==> src/rtl/tmi_pkg.sv <==
package tmi_pkg;

    // Register layout as seen from the serial host.
    localparam int            REG_W          = 8;
    localparam logic [7:0]    REG_MASK_ADDR  = 8'h0c;
    localparam logic [7:0]    REG_STAT_ADDR  = 8'h0d;
    localparam logic [7:0]    REG_FLAG_ADDR  = 8'h0e;
    localparam logic [7:0]    MASK_RESET     = 8'h00;
    localparam logic [7:0]    FLAG_RESET     = 8'h00;

    // Bit positions in the status register; SHDN and WARN are shared with mask and flag.
    localparam int            BIT_SHDN       = 0;
    localparam int            BIT_WARN       = 1;
    localparam int            BIT_LATCH      = 2;
    localparam int            BIT_IRQ_LINE   = 3;
    localparam logic [7:0]    FLAG_USED      = 8'h03;

    // Serial framing.
    localparam logic [3:0]    BYTE_BITS      = 4'h8;
    localparam logic [6:0]    DEV_ADDR_DFLT  = 7'h2a;

    // Logic clock: the internal oscillator, nominal 2.0 MHz in the device.
    localparam int            OSC_FREQ_KHZ   = 2000;
    localparam int            MCLK_FREQ_MHZ  = 125;

    typedef enum logic [3:0] {
        ST_IDLE,
        ST_ADDR,
        ST_ADDR_ACK,
        ST_REG,
        ST_REG_ACK,
        ST_WDATA,
        ST_WDATA_ACK,
        ST_RDATA,
        ST_RDATA_ACK
    } tmi_i2c_st_t;

endpackage

==> src/rtl/tmi_sync.sv <==
`timescale 1ns/1ns
module tmi_sync #(
    parameter int W = 1
) (
    input  wire logic         MCLK,
    input  wire logic         RST,
    input  wire logic [W-1:0] async_in,
    output logic      [W-1:0] sync_out
);
    import tmi_pkg::*;

    logic [W-1:0] meta_q;

    // Each bit is an independent level; no bus coherency is implied.
    for (genvar i = 0; i < W; i++) begin : g_bit
        always_ff @(posedge MCLK) begin
            if (RST) begin
                meta_q[i]   <= 1'b0;
                sync_out[i] <= 1'b0;
            end else begin
                meta_q[i]   <= async_in[i];
                sync_out[i] <= meta_q[i];
            end
        end
    end

endmodule

==> src/rtl/tmi_trip.sv <==
`timescale 1ns/1ns
module tmi_trip (
    input  wire logic MCLK,
    input  wire logic RST,
    input  wire logic warn_lvl,
    input  wire logic shdn_lvl,
    input  wire logic cool_lvl,
    input  wire logic pwr_req_lvl,
    output logic      warn_rise,
    output logic      shdn_rise,
    output logic      shutdown_q,
    output logic      pwr_go_q
);
    import tmi_pkg::*;

    logic warn_d_q;
    logic shdn_d_q;
    logic req_d_q;
    logic req_rise;

    always_ff @(posedge MCLK) begin
        if (RST) begin
            warn_d_q <= 1'b0;
            shdn_d_q <= 1'b0;
            req_d_q  <= 1'b0;
        end else begin
            warn_d_q <= warn_lvl;
            shdn_d_q <= shdn_lvl;
            req_d_q  <= pwr_req_lvl;
        end
    end

    assign warn_rise = warn_lvl & ~warn_d_q;
    assign shdn_rise = shdn_lvl & ~shdn_d_q;
    assign req_rise  = pwr_req_lvl & ~req_d_q;

    // A refused request is dropped; the host has to raise it again once cool.
    always_ff @(posedge MCLK) begin
        if (RST) begin
            shutdown_q <= 1'b0;
            pwr_go_q   <= 1'b0;
        end else begin
            pwr_go_q <= req_rise & ~shdn_lvl & (~shutdown_q | cool_lvl); // [RL8]
            if (shdn_rise) begin
                shutdown_q <= 1'b1; // [RL7]
            end else if (req_rise && shutdown_q && cool_lvl) begin
                shutdown_q <= 1'b0; // [RL8]
            end
        end
    end

    AST_SHDN_STARTS: assert property (@(posedge MCLK) disable iff (RST) // [RL7]
        shdn_rise |=> shutdown_q && !pwr_go_q)
        else $error("Shutdown trip did not start emergency shutdown.");

    AST_NO_HOT_POWERUP: assert property (@(posedge MCLK) disable iff (RST) // [RL8]
        (shutdown_q && !cool_lvl) |=> !pwr_go_q)
        else $error("Power-up started while still hot after shutdown.");

endmodule

==> src/rtl/tmi_top.sv <==
`timescale 1ns/1ns
// Contract
// RL1 - Every read of the interrupt flag register clears all its bits; the code clears only the bits captured at byte load.
// RL2 - Reading the flag register releases the interrupt request line.
// RL3 - Shutdown mask bit at 0x0C set to 1 suppresses shutdown interrupt.
// RL4 - Warning mask bit set to 1 suppresses the early-warning interrupt.
// RL5 - Warning flag reads 0 when no early-warning interrupt is pending.
// RL6 - Crossing warning threshold pulls request low and sets status and flag bits.
// RL7 - Crossing shutdown threshold starts an emergency shutdown.
// RL8 - After shutdown, power-up is refused until cooled to the cool threshold.
// RL9 - Control logic runs from the internal oscillator clock.
// RL10 - Request line and serial data are open-drain, driven only low.
// RL11 - Masked events still record flags but never pull the request low.
// RL12 - Host reads the flag register after the request asserts.
module tmi_top #(
    parameter logic [6:0] DEV_ADDR = tmi_pkg::DEV_ADDR_DFLT
) (
    input  wire logic MCLK,
    input  wire logic RST,
    input  wire logic SCL_I,
    input  wire logic SDA_I,
    output logic      SDA_O,
    output logic      SDA_OE,
    input  wire logic IRQ_N_I,
    output logic      IRQ_N_O,
    output logic      IRQ_N_OE,
    input  wire logic HOT_WARN,
    input  wire logic HOT_TRIP,
    input  wire logic COOL_OK,
    input  wire logic PWR_UP_REQ,
    output logic      PWR_UP_GO,
    output logic      EMERG_SHDN
);
    import tmi_pkg::*;

    // DEV_ADDR default is an arbitrary value.

    ////////////////////////////////////////////////////////////////////////
    // Pin synchronisation and thermal tracking.

    logic [5:0]  pins_s;
    logic        scl_s;
    logic        sda_s;
    logic        irq_line_s;
    logic        warn_s;
    logic        shdn_s;
    logic        cool_s;
    logic        req_s;
    logic        warn_rise;
    logic        shdn_rise;
    logic        shutdown_q;
    logic        pwr_go_q;

    // MCLK stands in for the internal oscillator that clocks all control logic. [RL9]
    tmi_sync #(
        .W (6)
    ) u_sync (
        .MCLK     (MCLK),
        .RST      (RST),
        .async_in ({PWR_UP_REQ, COOL_OK, HOT_TRIP, HOT_WARN, ~IRQ_N_I, ~SCL_I}),
        .sync_out (pins_s)
    );

    // Idle-high pins enter the shared pair inverted so reset shows no false edge; SDA has its own pair.
    logic sda_meta_q;
    logic sda_sync_q;
    always_ff @(posedge MCLK) begin
        if (RST) begin
            sda_meta_q <= 1'b1;
            sda_sync_q <= 1'b1;
        end else begin
            sda_meta_q <= SDA_I;
            sda_sync_q <= sda_meta_q;
        end
    end

    assign scl_s      = ~pins_s[0];
    assign irq_line_s = ~pins_s[1];
    assign warn_s     = pins_s[2];
    assign shdn_s     = pins_s[3];
    assign cool_s     = pins_s[4];
    assign req_s      = pins_s[5];
    assign sda_s      = sda_sync_q;

    tmi_trip u_trip (
        .MCLK        (MCLK),
        .RST         (RST),
        .warn_lvl    (warn_s),
        .shdn_lvl    (shdn_s),
        .cool_lvl    (cool_s),
        .pwr_req_lvl (req_s),
        .warn_rise   (warn_rise),
        .shdn_rise   (shdn_rise),
        .shutdown_q  (shutdown_q),
        .pwr_go_q    (pwr_go_q)
    );

    assign PWR_UP_GO  = pwr_go_q;
    assign EMERG_SHDN = shutdown_q;

    ////////////////////////////////////////////////////////////////////////
    // Serial bus condition detection.

    logic scl_d_q;
    logic sda_d_q;
    logic scl_rise;
    logic scl_fall;
    logic i2c_start;
    logic i2c_stop;
    logic ev_ok;

    always_ff @(posedge MCLK) begin
        if (RST) begin
            scl_d_q <= 1'b1;
            sda_d_q <= 1'b1;
        end else begin
            scl_d_q <= scl_s;
            sda_d_q <= sda_s;
        end
    end

    assign scl_rise  = scl_s & ~scl_d_q;
    assign scl_fall  = ~scl_s & scl_d_q;
    assign i2c_start = scl_s & scl_d_q & sda_d_q & ~sda_s;
    assign i2c_stop  = scl_s & scl_d_q & ~sda_d_q & sda_s;
    assign ev_ok     = ~i2c_start & ~i2c_stop;

    ////////////////////////////////////////////////////////////////////////
    // Serial slave state machine.

    tmi_i2c_st_t st_q;
    logic [3:0]  cnt_q;
    logic [7:0]  shift_q;
    logic [7:0]  ptr_q;
    logic        rw_q;
    logic        mack_q;
    logic        sda_drv_q;
    logic [7:0]  rd_byte;
    logic        load_p;
    logic        wr_p;
    logic        rd_done_p;
    logic        byte_end;

    assign byte_end  = scl_fall && (cnt_q == BYTE_BITS) && ev_ok;
    assign load_p    = ev_ok && scl_fall && ((st_q == ST_ADDR_ACK && rw_q) || (st_q == ST_RDATA_ACK && mack_q));
    assign wr_p      = byte_end && (st_q == ST_WDATA);

    always_ff @(posedge MCLK) begin
        if (RST) begin
            st_q      <= ST_IDLE;
            cnt_q     <= 4'h0;
            shift_q   <= 8'h00;
            ptr_q     <= 8'h00;
            rw_q      <= 1'b0;
            mack_q    <= 1'b0;
            sda_drv_q <= 1'b0;
        end else if (i2c_stop) begin
            st_q      <= ST_IDLE;
            sda_drv_q <= 1'b0;
        end else if (i2c_start) begin
            st_q      <= ST_ADDR;
            cnt_q     <= 4'h0;
            sda_drv_q <= 1'b0;
        end else begin
            unique case (st_q)
                ST_IDLE: begin
                    sda_drv_q <= 1'b0;
                end
                ST_ADDR, ST_REG, ST_WDATA: begin
                    if (scl_rise && cnt_q != BYTE_BITS) begin
                        shift_q <= {shift_q[6:0], sda_s};
                        cnt_q   <= cnt_q + 4'h1;
                    end else if (byte_end) begin
                        cnt_q <= 4'h0;
                        if (st_q == ST_ADDR && shift_q[7:1] != DEV_ADDR) begin
                            st_q <= ST_IDLE;
                        end else begin
                            sda_drv_q <= 1'b1;
                            if (st_q == ST_ADDR) begin
                                rw_q <= shift_q[0];
                                st_q <= ST_ADDR_ACK;
                            end else if (st_q == ST_REG) begin
                                ptr_q <= shift_q;
                                st_q  <= ST_REG_ACK;
                            end else begin
                                st_q <= ST_WDATA_ACK;
                            end
                        end
                    end
                end
                ST_ADDR_ACK: begin
                    if (scl_fall) begin
                        if (rw_q) begin
                            shift_q   <= {rd_byte[6:0], 1'b0};
                            sda_drv_q <= ~rd_byte[7];
                            cnt_q     <= 4'h1;
                            st_q      <= ST_RDATA;
                        end else begin
                            sda_drv_q <= 1'b0;
                            st_q      <= ST_REG;
                        end
                    end
                end
                ST_REG_ACK, ST_WDATA_ACK: begin
                    if (scl_fall) begin
                        sda_drv_q <= 1'b0;
                        if (st_q == ST_WDATA_ACK) begin
                            ptr_q <= ptr_q + 8'h01;
                        end
                        st_q <= ST_WDATA;
                    end
                end
                ST_RDATA: begin
                    if (byte_end) begin
                        sda_drv_q <= 1'b0;
                        ptr_q     <= ptr_q + 8'h01;
                        st_q      <= ST_RDATA_ACK;
                    end else if (scl_fall) begin
                        sda_drv_q <= ~shift_q[7];
                        shift_q   <= {shift_q[6:0], 1'b0};
                        cnt_q     <= cnt_q + 4'h1;
                    end
                end
                ST_RDATA_ACK: begin
                    if (scl_rise) begin
                        mack_q <= ~sda_s;
                    end else if (scl_fall) begin
                        if (mack_q) begin
                            shift_q   <= {rd_byte[6:0], 1'b0};
                            sda_drv_q <= ~rd_byte[7];
                            cnt_q     <= 4'h1;
                            st_q      <= ST_RDATA;
                        end else begin
                            st_q <= ST_IDLE;
                        end
                    end
                end
            endcase
        end
    end

    // Only ever pulls low; the pad never sources a high level. [RL10]
    assign SDA_O  = 1'b0;
    assign SDA_OE = sda_drv_q;

    ////////////////////////////////////////////////////////////////////////
    // Registers.

    logic [7:0] mask_q;
    logic [7:0] flags_q;
    logic [7:0] status;
    logic [7:0] snap_q;
    logic       snap_vld_q;
    logic [7:0] flag_set;
    logic [7:0] flag_clr;
    logic       irq_q;

    assign status = {4'h0, ~irq_line_s, shutdown_q, warn_s, shdn_s};

    always_comb begin
        unique case (ptr_q)
            REG_MASK_ADDR: rd_byte = mask_q;
            REG_STAT_ADDR: rd_byte = status;
            REG_FLAG_ADDR: rd_byte = flags_q;
            default:       rd_byte = 8'h00;
        endcase
    end

    always_ff @(posedge MCLK) begin
        if (RST) begin
            mask_q <= MASK_RESET;
        end else if (wr_p && ptr_q == REG_MASK_ADDR) begin
            mask_q <= shift_q; // [RL3] [RL4]
        end
    end

    // The snapshot taken at byte load limits the clear to bits the host
    // actually saw, so an event arriving mid-transfer survives the read.
    always_ff @(posedge MCLK) begin
        if (RST) begin
            snap_q     <= 8'h00;
            snap_vld_q <= 1'b0;
        end else if (load_p) begin
            snap_q     <= flags_q;
            snap_vld_q <= (ptr_q == REG_FLAG_ADDR);
        end else if (i2c_start || i2c_stop || rd_done_p) begin
            snap_vld_q <= 1'b0;
        end
    end

    assign rd_done_p = byte_end && (st_q == ST_RDATA) && snap_vld_q;

    always_comb begin
        flag_set           = 8'h00;
        flag_set[BIT_SHDN] = shdn_rise;
        flag_set[BIT_WARN] = warn_rise; // [RL6]
    end

    assign flag_clr = rd_done_p ? snap_q : 8'h00; // [RL1]

    always_ff @(posedge MCLK) begin
        if (RST) begin
            flags_q <= FLAG_RESET;
        end else begin
            flags_q <= ((flags_q & ~flag_clr) | flag_set) & FLAG_USED; // [RL1] [RL5] [RL11]
        end
    end

    // Request follows pending unmasked flags, so clearing by read releases it.
    always_ff @(posedge MCLK) begin
        if (RST) begin
            irq_q <= 1'b0;
        end else begin
            irq_q <= |(flags_q & ~mask_q & FLAG_USED); // [RL2] [RL3] [RL4] [RL6] [RL11]
        end
    end

    assign IRQ_N_O  = 1'b0;
    assign IRQ_N_OE = irq_q; // [RL10]

    ////////////////////////////////////////////////////////////////////////
    // Checks.

    AST_READ_CLEARS: assert property (@(posedge MCLK) disable iff (RST) // [RL1]
        (rd_done_p && flag_set == 8'h00) |=> ((flags_q & $past(snap_q)) == 8'h00))
        else $error("Flag register bits survived a completed read.");

    AST_READ_RELEASES: assert property (@(posedge MCLK) disable iff (RST) // [RL2]
        (rd_done_p && flags_q == snap_q && flag_set == 8'h00) ##1 (flag_set == 8'h00) |=> !IRQ_N_OE)
        else $error("Interrupt line not released after flag read.");

    AST_SHDN_UNMASKED: assert property (@(posedge MCLK) disable iff (RST) // [RL3]
        (shdn_rise && !mask_q[BIT_SHDN] && !rd_done_p) |=> ##1 IRQ_N_OE)
        else $error("Unmasked shutdown trip did not assert the request.");

    AST_WARN_UNMASKED: assert property (@(posedge MCLK) disable iff (RST) // [RL4]
        (warn_rise && !mask_q[BIT_WARN] && !rd_done_p) |=> ##1 IRQ_N_OE)
        else $error("Unmasked warning did not assert the request.");

    AST_WARN_ZERO_CAUSE: assert property (@(posedge MCLK) disable iff (RST) // [RL5]
        $rose(flags_q[BIT_WARN]) |-> $past(warn_rise))
        else $error("Warning flag set without a warning event.");

    AST_WARN_RECORDS: assert property (@(posedge MCLK) disable iff (RST) // [RL6]
        warn_rise |=> flags_q[BIT_WARN] && status[BIT_WARN])
        else $error("Warning event not recorded in flag and status.");

    AST_MASKED_QUIET: assert property (@(posedge MCLK) disable iff (RST) // [RL11]
        ((flags_q & ~mask_q & FLAG_USED) == 8'h00) |=> !IRQ_N_OE)
        else $error("Request asserted with only masked flags pending.");

    AST_SDA_OWN_SLOT: assert property (@(posedge MCLK) disable iff (RST) // [RL10]
        SDA_OE |-> (st_q inside {ST_ADDR_ACK, ST_REG_ACK, ST_WDATA_ACK, ST_RDATA}))
        else $error("Data line pulled low outside an acknowledge or read slot.");

endmodule

==> config.mk <==
export PLATFORM = sky130hd
export DESIGN_NAME = tmi_top
export DESIGN_NICKNAME = d
export VERILOG_FILES = /design/src/rtl/tmi_pkg.sv /design/src/rtl/tmi_sync.sv /design/src/rtl/tmi_trip.sv /design/src/rtl/tmi_top.sv
export SDC_FILE = /design/constraint.sdc
export NUM_CORES = 1
export LEC_CHECK = 0
export BUFFER_PORTS_ARGS = -buffer_cell sky130_fd_sc_hd__buf_4
export CAP_MARGIN = 10
export CORE_MARGIN = 4
export CORE_UTILIZATION = 45
export DETAILED_ROUTE_END_ITERATION = 8
export PLACE_DENSITY = 0.61
export SLEW_MARGIN = 20
export SYNTH_ARGS = -nofsm -noshare
export SYNTH_HDL_FRONTEND = slang
export SYNTH_SLANG_ARGS = --single-unit
==> constraint.sdc <==
create_clock -name MCLK -period 5.1 [get_ports MCLK]
set_clock_uncertainty 0.15 [all_clocks]
set_input_delay 0.51 -clock MCLK [delete_from_list [all_inputs] [get_ports MCLK]]
set_output_delay 0.51 -clock MCLK [all_outputs]
set_load 0.02 [all_outputs]
==> impl_metrics.prom, run 1 <==
# TYPE chip_impl_metric gauge
chip_impl_info{name="status",value="complete, no violations"} 1
chip_impl_info{name="hold_end",value="u_sync.meta_q[0]"} 1
chip_impl_info{name="start_kind",value="flop"} 1
chip_impl_metric{name="pre_cts_ws",unit="ps"} 2316
chip_impl_metric{name="wirelength_met1",unit="um"} 3426
chip_impl_info{name="rsz_0062_raised_after_global_routing",value="false"} 1
chip_impl_metric{name="initial_utilization",unit=""} 0.4661
chip_impl_metric{name="final_nets",unit=""} 386
chip_impl_info{name="worst_path_cell_with_the_longest_stage_delay",value="sky130_fd_sc_hd__nor4b_4"} 1
chip_impl_info{name="highest_layer",value="met4"} 1
chip_impl_metric{name="insertedDiodeCount",unit=""} 0
chip_impl_metric{name="layoutNonFillerInstCount",unit=""} 472
chip_impl_metric{name="detailroute.wirelength.met2",unit="um"} 3276
chip_impl_metric{name="worstPathMaxFanout",unit=""} 8
chip_impl_metric{name="worst_ep_required_time",unit="ps"} 5150
chip_impl_info{name="synth-main-ff-cell",value="sky130_fd_sc_hd__dfxtp_1"} 1
chip_impl_metric{name="die_height",unit="um"} 92.35
chip_impl_metric{name="power-per-cell-area",unit="nW/um^2"} 281.8
chip_impl_metric{name="antenna_found_initial",unit=""} 0
chip_impl_metric{name="critical_path.max_stage_delay",unit="ps"} 710
chip_impl_metric{name="synth_sequential_area_ratio",unit=""} 0.3877
chip_impl_metric{name="relSlewSlack",unit=""} 0.4954
chip_impl_info{name="crit_chain",value="nor4_1, nand4_1, nor4b_4, mux2i_1, nor2_1"} 1
chip_impl_metric{name="hold-path-cell-count",unit=""} 2
chip_impl_metric{name="floorplan.core_area",unit="um^2"} 6869
chip_impl_info{name="setup.worst_path.class",value="reg -> reg"} 1
chip_impl_metric{name="ys_seq_elements",unit=""} 62
chip_impl_metric{name="clkTransAtPathRegs",unit="ps"} 70
chip_impl_metric{name="die-width",unit="um"} 92.35
chip_impl_info{name="r2r-end",value="mask_q[1]"} 1
chip_impl_metric{name="post_synth_inst_count",unit=""} 369
chip_impl_metric{name="hpwl",unit="um"} 5135
chip_impl_metric{name="sinks_on_the_clock_net",unit=""} 62
chip_impl_metric{name="r2r_cells",unit=""} 5
chip_impl_metric{name="leakagePower",unit="nW"} 1.141
chip_impl_metric{name="drcViolationCount",unit=""} 0
chip_impl_metric{name="finalSetupTns",unit="ps"} 0
chip_impl_metric{name="vias_per_cell",unit=""} 5.843
chip_impl_metric{name="fmax",unit="MHz"} 391.0
chip_impl_metric{name="synth.lib_cells_used.distinct",unit=""} 69
chip_impl_metric{name="power_switching",unit="uW"} 240.7
chip_impl_info{name="cts_root_buffer",value="sky130_fd_sc_hd__clkbuf_8"} 1
chip_impl_metric{name="wl_met3",unit="um"} 452
chip_impl_info{name="synthDominantAreaCellType",value="sky130_fd_sc_hd__dfxtp_1"} 1
chip_impl_metric{name="drtPass1Iterations",unit=""} 5
chip_impl_metric{name="die_area",unit="um^2"} 8529
chip_impl_metric{name="ys_warn_count",unit=""} 0
chip_impl_metric{name="placement_rows",unit=""} 30
chip_impl_metric{name="postCtsResizedCells",unit=""} 0
chip_impl_metric{name="insertion_delay",unit="ps"} 340
chip_impl_metric{name="arrival",unit="ps"} 2610
chip_impl_metric{name="port_buffers",unit=""} 12
chip_impl_metric{name="avgRoutedWirePerCell",unit="um"} 15.55
chip_impl_info{name="worst_r2r_startpoint",value="ptr_q[4]"} 1
chip_impl_metric{name="report.final.slew_viol_count",unit=""} 0
chip_impl_metric{name="syn_to_final_growth",unit="%"} 9.457
chip_impl_metric{name="finalWorstSetupSlack",unit="ps"} 2543
chip_impl_metric{name="final_weighted_congestion_in_routability_driven_placement",unit=""} 0.8593
chip_impl_metric{name="syn_area",unit="um^2"} 3202
chip_impl_metric{name="timing.reg2reg.setup_slack",unit="ps"} 2540
chip_impl_metric{name="totalPowerFinal",unit="uW"} 987.8
chip_impl_metric{name="combinational_share_of_power",unit=""} 0.057
chip_impl_metric{name="cap_violations",unit=""} 0
chip_impl_info{name="cts_tree",value="built"} 1
chip_impl_metric{name="internal-power",unit="uW"} 747.0
chip_impl_metric{name="finalHoldViolations",unit=""} 0
chip_impl_metric{name="p_sw_frac",unit=""} 0.2437
chip_impl_metric{name="finalSetupViolations",unit=""} 0
chip_impl_metric{name="min_period_over_period",unit=""} 0.5014
chip_impl_metric{name="pin_slew_with_the_least_headroom_to_its_limit",unit="ps"} 755.3
chip_impl_metric{name="postCtsSetupBuffers",unit=""} 0
chip_impl_metric{name="detailroute.via_count",unit=""} 2758
chip_impl_metric{name="ratio_of_cells_with_drive_above_1_in_the_final_layout",unit=""} 0.1170
chip_impl_metric{name="num_io_pins",unit=""} 15
chip_impl_metric{name="grt_max_degree",unit=""} 58
chip_impl_metric{name="ctsHtreeMaxLevel",unit=""} 3
chip_impl_info{name="most_common_cell_after_layout_fill_and_taps_aside",value="sky130_fd_sc_hd__dfxtp_1"} 1
chip_impl_metric{name="drt.antenna.violating_nets",unit=""} 0
chip_impl_metric{name="synth-edff-count",unit=""} 0
chip_impl_info{name="hold_path_class",value="in -> reg"} 1
chip_impl_metric{name="synth_top_cell_area_share",unit=""} 0.3877
chip_impl_metric{name="grt_usage",unit=""} 0.1817
chip_impl_metric{name="minimum_period_implied_by_the_final_worst_setup_slack",unit="ps"} 2557
chip_impl_metric{name="ir_drop",unit="V"} 0.0001892
chip_impl_info{name="worst_setup_path_end_kind",value="flop"} 1
chip_impl_info{name="holdCritStartpoint",value="SCL_I"} 1
chip_impl_info{name="mostFrequentLayoutCells",value="sky130_fd_sc_hd__dfxtp_1, sky130_fd_sc_hd__a21oi_1, sky130_fd_sc_hd__nor2_1"} 1
chip_impl_metric{name="pwr-share-seq",unit=""} 0.516
chip_impl_metric{name="post_synth.cell_area_avg",unit="um^2"} 8.677
chip_impl_metric{name="grt-ovfl-total",unit=""} 0
chip_impl_info{name="synth.top_cells.by_area",value="sky130_fd_sc_hd__dfxtp_1, sky130_fd_sc_hd__a21oi_1, sky130_fd_sc_hd__mux2i_1"} 1
chip_impl_metric{name="grt_pass1_wl",unit="um"} 12280
chip_impl_metric{name="dp_cells",unit=""} 456
chip_impl_metric{name="holdBufCountCts",unit=""} 0
chip_impl_metric{name="cts_made_buffers",unit=""} 9
chip_impl_metric{name="number_of_global_route_vias_before_repair",unit=""} 2487
chip_impl_metric{name="ys_async_sr_fraction",unit=""} 0
chip_impl_metric{name="detail_route.iter0.violations",unit=""} 289
chip_impl_metric{name="totalWireLength",unit="um"} 7338
chip_impl_metric{name="max-clock-path-buffers",unit=""} 2
chip_impl_metric{name="power.clock.fraction",unit=""} 0.427
## state kept, by name, summed over array words and instances (netlist names), 2 cells and up
| signal | count |
|---|---|
| snap_q | 2 |
| u_sync.meta_q | 6 |
| u_sync.sync_out | 6 |
| flags_q | 2 |
| mask_q | 8 |
| shift_q | 8 |
| st_q | 4 |
| cnt_q | 4 |
| ptr_q | 8 |
## cells in the mapped netlist, types with 3 or more instances
cell / count
sky130_fd_sc_hd__nand4_1: 5
sky130_fd_sc_hd__nor3b_1: 3
sky130_fd_sc_hd__inv_1: 11
sky130_fd_sc_hd__and2_1: 6
sky130_fd_sc_hd__or3_1: 7
sky130_fd_sc_hd__nand3_1: 16
sky130_fd_sc_hd__nand2_1: 22
sky130_fd_sc_hd__and3_1: 5
sky130_fd_sc_hd__o21ai_1: 4
sky130_fd_sc_hd__clkbuf_1: 8
sky130_fd_sc_hd__dfxtp_1: 62
sky130_fd_sc_hd__a211oi_1: 3
sky130_fd_sc_hd__a31oi_1: 3
sky130_fd_sc_hd__ha_1: 6
sky130_fd_sc_hd__nor4b_1: 3
sky130_fd_sc_hd__buf_2: 7
sky130_fd_sc_hd__or2_2: 4
sky130_fd_sc_hd__nor3_1: 7
sky130_fd_sc_hd__nor4_1: 3
sky130_fd_sc_hd__nand3b_1: 5
sky130_fd_sc_hd__o21ai_0: 15
sky130_fd_sc_hd__mux2i_1: 12
sky130_fd_sc_hd__a21oi_1: 32
sky130_fd_sc_hd__buf_4: 5
sky130_fd_sc_hd__nor2_1: 31
sky130_fd_sc_hd__nand2b_1: 6
sky130_fd_sc_hd__xnor2_1: 3
sky130_fd_sc_hd__nor2b_1: 16
sky130_fd_sc_hd__a311oi_1: 5
## routing by layer
layer / GRT usage / vias up
li1: - / 1364
met3: 0.05443 / 17
met4: 0.07921 / 0
met5: 0 / -
met2: 0.2683 / 98
met1: 0.2447 / 1279
## worst max path at each step
| stage | start | endpoint | slack (ps) | cells past startpoint |
|---|---|---|---|---|
| after global placement | st_q[0] | mask_q[1] | 2440 | 5 |
| after CTS | ptr_q[4] | mask_q[0] | 2300 | 5 |
| final | ptr_q[4] | mask_q[1] | 2540 | 5 |
| after global routing | ptr_q[4] | mask_q[1] | 2330 | 5 |
| after detailed placement | ptr_q[4] | mask_q[1] | 2320 | 5 |
| after floorplan | cnt_q[0] | cnt_q[1] | 2890 | 8 |
## critical path: cells and delay by family (launching register included)
family / cells / cell delay [ps]
simple gates: 4 / 1670
flops: 1 / 350
mux: 1 / 260
## cell families after synthesis
| logic type | after synthesis | share of synthesized area |
|---|---|---|
| adder cells (fa/ha/maj) | 6 | 0.02345 |
| other | 1 | 0.001171 |
| AND/OR/NAND/NOR | 156 | 0.2857 |
| multiplexers | 13 | 0.04103 |
| AO/OA/AOI/OAI | 94 | 0.2005 |
| flip-flops | 62 | 0.3877 |
| buffers and inverters | 33 | 0.04963 |
| XOR/XNOR | 4 | 0.01094 |
## per-stage QoR
stage | cell area (um^2) | hold slack, ps | util
after floorplan | 3206 | 239.5 | -
after global placement | 3304 | 241.9 | 0.4811
after detailed placement | 3304 | 247.5 | 0.4811
after CTS | 3496 | 151.6 | 0.5089
after global routing | 3505 | 148.9 | 0.5102
final | 3505 | 163.3 | 0.5102
## power by group through the flow
stage                     logic [mW]  clock network (mW)  registers [mW]
after floorplan               0.0434                   0           0.516
after global placement        0.0556                   0           0.521
after detailed placement      0.0559                   0           0.520
after CTS                     0.0560               0.430           0.509
after global routing          0.0628               0.458           0.512
final                         0.0562               0.422           0.510
## final cells by class
type	instances	area, um^2
Clock buffer	11	131.4
Clock inverter	5	60.06
Fill cell	655	3364
Inverter	11	41.29
Multi-Input combinational cell	275	1821
Sequential cell	62	1241
Tap cell	96	120.1
Timing Repair Buffer	12	90.09
Note: power is estimated with default switching activity, not from simulation.
==> run 2, diff against run 1 <==
Clock period 5.1 ns to 2.7 ns, I/O delays scaled along.
==> run 2 against run 1 <==
  * Fmax grew 4.1%
  * Die area stayed put
  * Global-route usage rose by 0.26 points
  * Power is 95% higher
  * Flip-flop and latch count unchanged
  * Worst hold slack better by 87 ps
  * Utilization grew 1.7 points
  * Combinational power grew 110%
  * Clock power grew 100%
  * First-iteration DRC count is 27% lower
  * Critical path depth is the same
==> impl_metrics.prom, run 2 (synthesis gave the netlist of run 1 again) <==
# TYPE chip_impl_metric gauge
chip_impl_metric{name="critPathBufInv",unit=""} 0
chip_impl_metric{name="pwr-share-seq",unit=""} 0.501
chip_impl_info{name="rsz_0062_raised_after_global_routing",value="false"} 1
chip_impl_metric{name="syn_to_final_growth",unit="%"} 13.17
chip_impl_info{name="cts_root_buffer",value="sky130_fd_sc_hd__clkbuf_8"} 1
chip_impl_metric{name="multi_input_comb_area",unit="um^2"} 1812
chip_impl_metric{name="detail_route.iter0.violations",unit=""} 211
chip_impl_metric{name="wl_met3",unit="um"} 344
chip_impl_info{name="worst_path_cell_with_the_longest_stage_delay",value="sky130_fd_sc_hd__dfxtp_1"} 1
chip_impl_metric{name="grt-ovfl-total",unit=""} 0
chip_impl_metric{name="clkTransAtPathRegs",unit="ps"} 80
chip_impl_metric{name="pin_slew_with_the_least_headroom_to_its_limit",unit="ps"} 642.0
chip_impl_info{name="cts_tree",value="built"} 1
chip_impl_metric{name="final_weighted_congestion_in_routability_driven_placement",unit=""} 0.9512
chip_impl_info{name="start_kind",value="flop"} 1
chip_impl_metric{name="finalWorstSetupSlack",unit="ps"} 244.5
chip_impl_metric{name="report.final.slew_viol_count",unit=""} 0
chip_impl_metric{name="power-per-cell-area",unit="nW/um^2"} 530.5
chip_impl_metric{name="fmax",unit="MHz"} 407.2
chip_impl_metric{name="finalSetupViolations",unit=""} 0
chip_impl_metric{name="minimum_period_implied_by_the_final_worst_setup_slack",unit="ps"} 2456
chip_impl_metric{name="grt_usage",unit=""} 0.1843
chip_impl_info{name="cp-startpoint",value="st_q[0]"} 1
chip_impl_metric{name="p_sw_frac",unit=""} 0.2578
chip_impl_metric{name="timing.reg2reg.setup_slack",unit="ps"} 240
chip_impl_metric{name="power.clock.fraction",unit=""} 0.439
chip_impl_metric{name="fin_area",unit="um^2"} 3623
chip_impl_metric{name="initial_utilization",unit=""} 0.4661
chip_impl_metric{name="finalSetupTns",unit="ps"} 0
chip_impl_metric{name="grt_max_degree",unit=""} 58
chip_impl_metric{name="wirelength_met1",unit="um"} 3605
chip_impl_metric{name="r2r_cells",unit=""} 5
chip_impl_info{name="highest_layer",value="met4"} 1
chip_impl_metric{name="min_period_over_period",unit=""} 0.9095
chip_impl_metric{name="insertion_delay",unit="ps"} 350
chip_impl_info{name="hold_end",value="u_sync.meta_q[0]"} 1
chip_impl_info{name="worst_setup_path_end_kind",value="flop"} 1
chip_impl_metric{name="sinks_on_the_clock_net",unit=""} 62
chip_impl_metric{name="max-clock-path-buffers",unit=""} 2
chip_impl_metric{name="fillCellCount",unit=""} 642
chip_impl_info{name="hold_path_class",value="in -> reg"} 1
chip_impl_metric{name="postCtsSetupBuffers",unit=""} 0
chip_impl_info{name="family_with_the_most_delay_on_the_worst_path",value="simple AND/OR/NAND/NOR gates"} 1
chip_impl_metric{name="hold-path-cell-count",unit=""} 2
chip_impl_metric{name="ir_drop",unit="V"} 0.0004384
chip_impl_metric{name="drcViolationCount",unit=""} 0
chip_impl_metric{name="placement_rows",unit=""} 30
chip_impl_metric{name="ctsHtreeMaxLevel",unit=""} 3
chip_impl_metric{name="final_nets",unit=""} 399
chip_impl_metric{name="grt_pass1_wl",unit="um"} 12360
chip_impl_metric{name="die_area",unit="um^2"} 8529
chip_impl_metric{name="leakagePower",unit="nW"} 1.202
chip_impl_metric{name="postPlaceCellArea",unit="um^2"} 3349
chip_impl_info{name="r2r-end",value="cnt_q[1]"} 1
chip_impl_metric{name="detailroute.via_count",unit=""} 2816
chip_impl_metric{name="cts_made_buffers",unit=""} 9
chip_impl_metric{name="antenna_found_initial",unit=""} 0
chip_impl_metric{name="sequential_cell_area",unit="um^2"} 1241
chip_impl_metric{name="arrival",unit="ps"} 2570
chip_impl_metric{name="number_of_global_route_vias_before_repair",unit=""} 2507
chip_impl_metric{name="ratio_of_cells_with_drive_above_1_in_the_final_layout",unit=""} 0.1337
chip_impl_info{name="holdCritStartpoint",value="RST"} 1
chip_impl_info{name="setup.worst_path.class",value="reg -> reg"} 1
chip_impl_info{name="crit_chain",value="nor2_1, and2_1, or3_1, or4b_1, a21oi_1"} 1
chip_impl_metric{name="power_switching",unit="uW"} 495.5
chip_impl_metric{name="internal-power",unit="mW"} 1.427
chip_impl_metric{name="num_io_pins",unit=""} 15
chip_impl_info{name="most_common_cell_after_layout_fill_and_taps_aside",value="sky130_fd_sc_hd__dfxtp_1"} 1
chip_impl_info{name="reg_top3",value="mask_q (8), ptr_q (8), shift_q (8)"} 1
chip_impl_metric{name="critical_path.max_stage_delay",unit="ps"} 730
chip_impl_metric{name="combinational_share_of_power",unit=""} 0.060
chip_impl_metric{name="worstPathMaxFanout",unit=""} 17
chip_impl_metric{name="die_height",unit="um"} 92.35
chip_impl_info{name="status",value="complete, no violations"} 1
chip_impl_info{name="worst_r2r_startpoint",value="st_q[0]"} 1
chip_impl_metric{name="floorplan.core_area",unit="um^2"} 6869
chip_impl_metric{name="totalWireLength",unit="um"} 7627
chip_impl_metric{name="finalHoldViolations",unit=""} 0
chip_impl_metric{name="die-width",unit="um"} 92.35
chip_impl_info{name="mostFrequentLayoutCells",value="sky130_fd_sc_hd__dfxtp_1, sky130_fd_sc_hd__a21oi_1, sky130_fd_sc_hd__nor2_1"} 1
chip_impl_metric{name="drt.antenna.violating_nets",unit=""} 0
chip_impl_metric{name="relSlewSlack",unit=""} 0.5714
chip_impl_metric{name="drtPass1Iterations",unit=""} 5
chip_impl_metric{name="detailroute.wirelength.met2",unit="um"} 3363
chip_impl_metric{name="port_buffers",unit=""} 12
chip_impl_metric{name="avgRoutedWirePerCell",unit="um"} 15.73
chip_impl_metric{name="worst_ep_required_time",unit="ps"} 2820
chip_impl_metric{name="pre_cts_ws",unit="ps"} 312.7
chip_impl_metric{name="vias_per_cell",unit=""} 5.806
chip_impl_metric{name="insertedDiodeCount",unit=""} 0
chip_impl_metric{name="cap_violations",unit=""} 0
chip_impl_metric{name="hpwl",unit="um"} 5243
[run 2: changes by cell type in the layout (fill, tap and decap cells not counted)]
cell and change:
sky130_fd_sc_hd__dlygate4sd3_1 +7, sky130_fd_sc_hd__nor4b_2 +1, sky130_fd_sc_hd__nor4b_4 -1, sky130_fd_sc_hd__clkinvlp_4 +1, sky130_fd_sc_hd__inv_6 +3, sky130_fd_sc_hd__buf_4 +6
sky130_fd_sc_hd__clkinv_2 -1, sky130_fd_sc_hd__clkbuf_1 -2, sky130_fd_sc_hd__clkinv_4 -1
[run 2: how the worst max path moves through the flow]
stage | end | cells after the start | slack (ps)
after global routing | cnt_q[1] | 5 | 110
after global placement | cnt_q[1] | 5 | 340
final | cnt_q[1] | 5 | 240
after CTS | cnt_q[1] | 5 | 270
after detailed placement | cnt_q[1] | 5 | 310
after floorplan | cnt_q[1] | 8 | 490
[run 2: power groups by stage]
stage	logic (mW)	clock network [mW]	registers (mW)
2_1_floorplan	0.0820	0	0.975
3_3_place_gp	0.106	0	0.983
3_5_place_dp	0.107	0	0.983
4_1_cts	0.116	0.866	0.962
5_1_grt	0.128	0.902	0.965
6_report	0.116	0.844	0.962
[run 2: per-stage QoR]
step                utilization  total power, mW  hold slack [ps]  std cells
floorplan                     -            1.056            186.7        370
global placement         0.4876            1.089            241.5        462
detailed placement       0.4876            1.091            247.5        462
CTS                      0.5275            1.944            241.7        485
global route             0.5275            1.995            273.8        485
finish                   0.5275            1.922            250.3        485
[run 2: repair_timing]
action / in CTS / in global routing
endpoints found under the setup margin: 0 / 0
resized for setup: 0 / 0
hold endpoints to repair: 7 / 0
hold buffers: 7 / 0
[run 2: layer usage]
metal,GRT usage,vias up
li1,-,1383
met1,0.2451,1323
met2,0.2683,82
met3,0.03574,28
met4,0.1250,0
met5,0,-
[run 2: area by class of cell]
type,instances,share of cell area
well taps,96,0.03315
repair buffers,25,0.05663
flip-flops and latches,62,0.3425
multi-input cells,275,0.5000
inverters,11,0.01140
clock inverters,7,0.02210
clock buffers,9,0.03419
[run 2: worst register-to-register path: stages, from the launching register on]
cell	delay, ps
sky130_fd_sc_hd__dfxtp_1	730
sky130_fd_sc_hd__nor2_1	230
sky130_fd_sc_hd__and2_1	250
sky130_fd_sc_hd__or3_1	400
sky130_fd_sc_hd__or4b_1	470
sky130_fd_sc_hd__a21oi_1	150
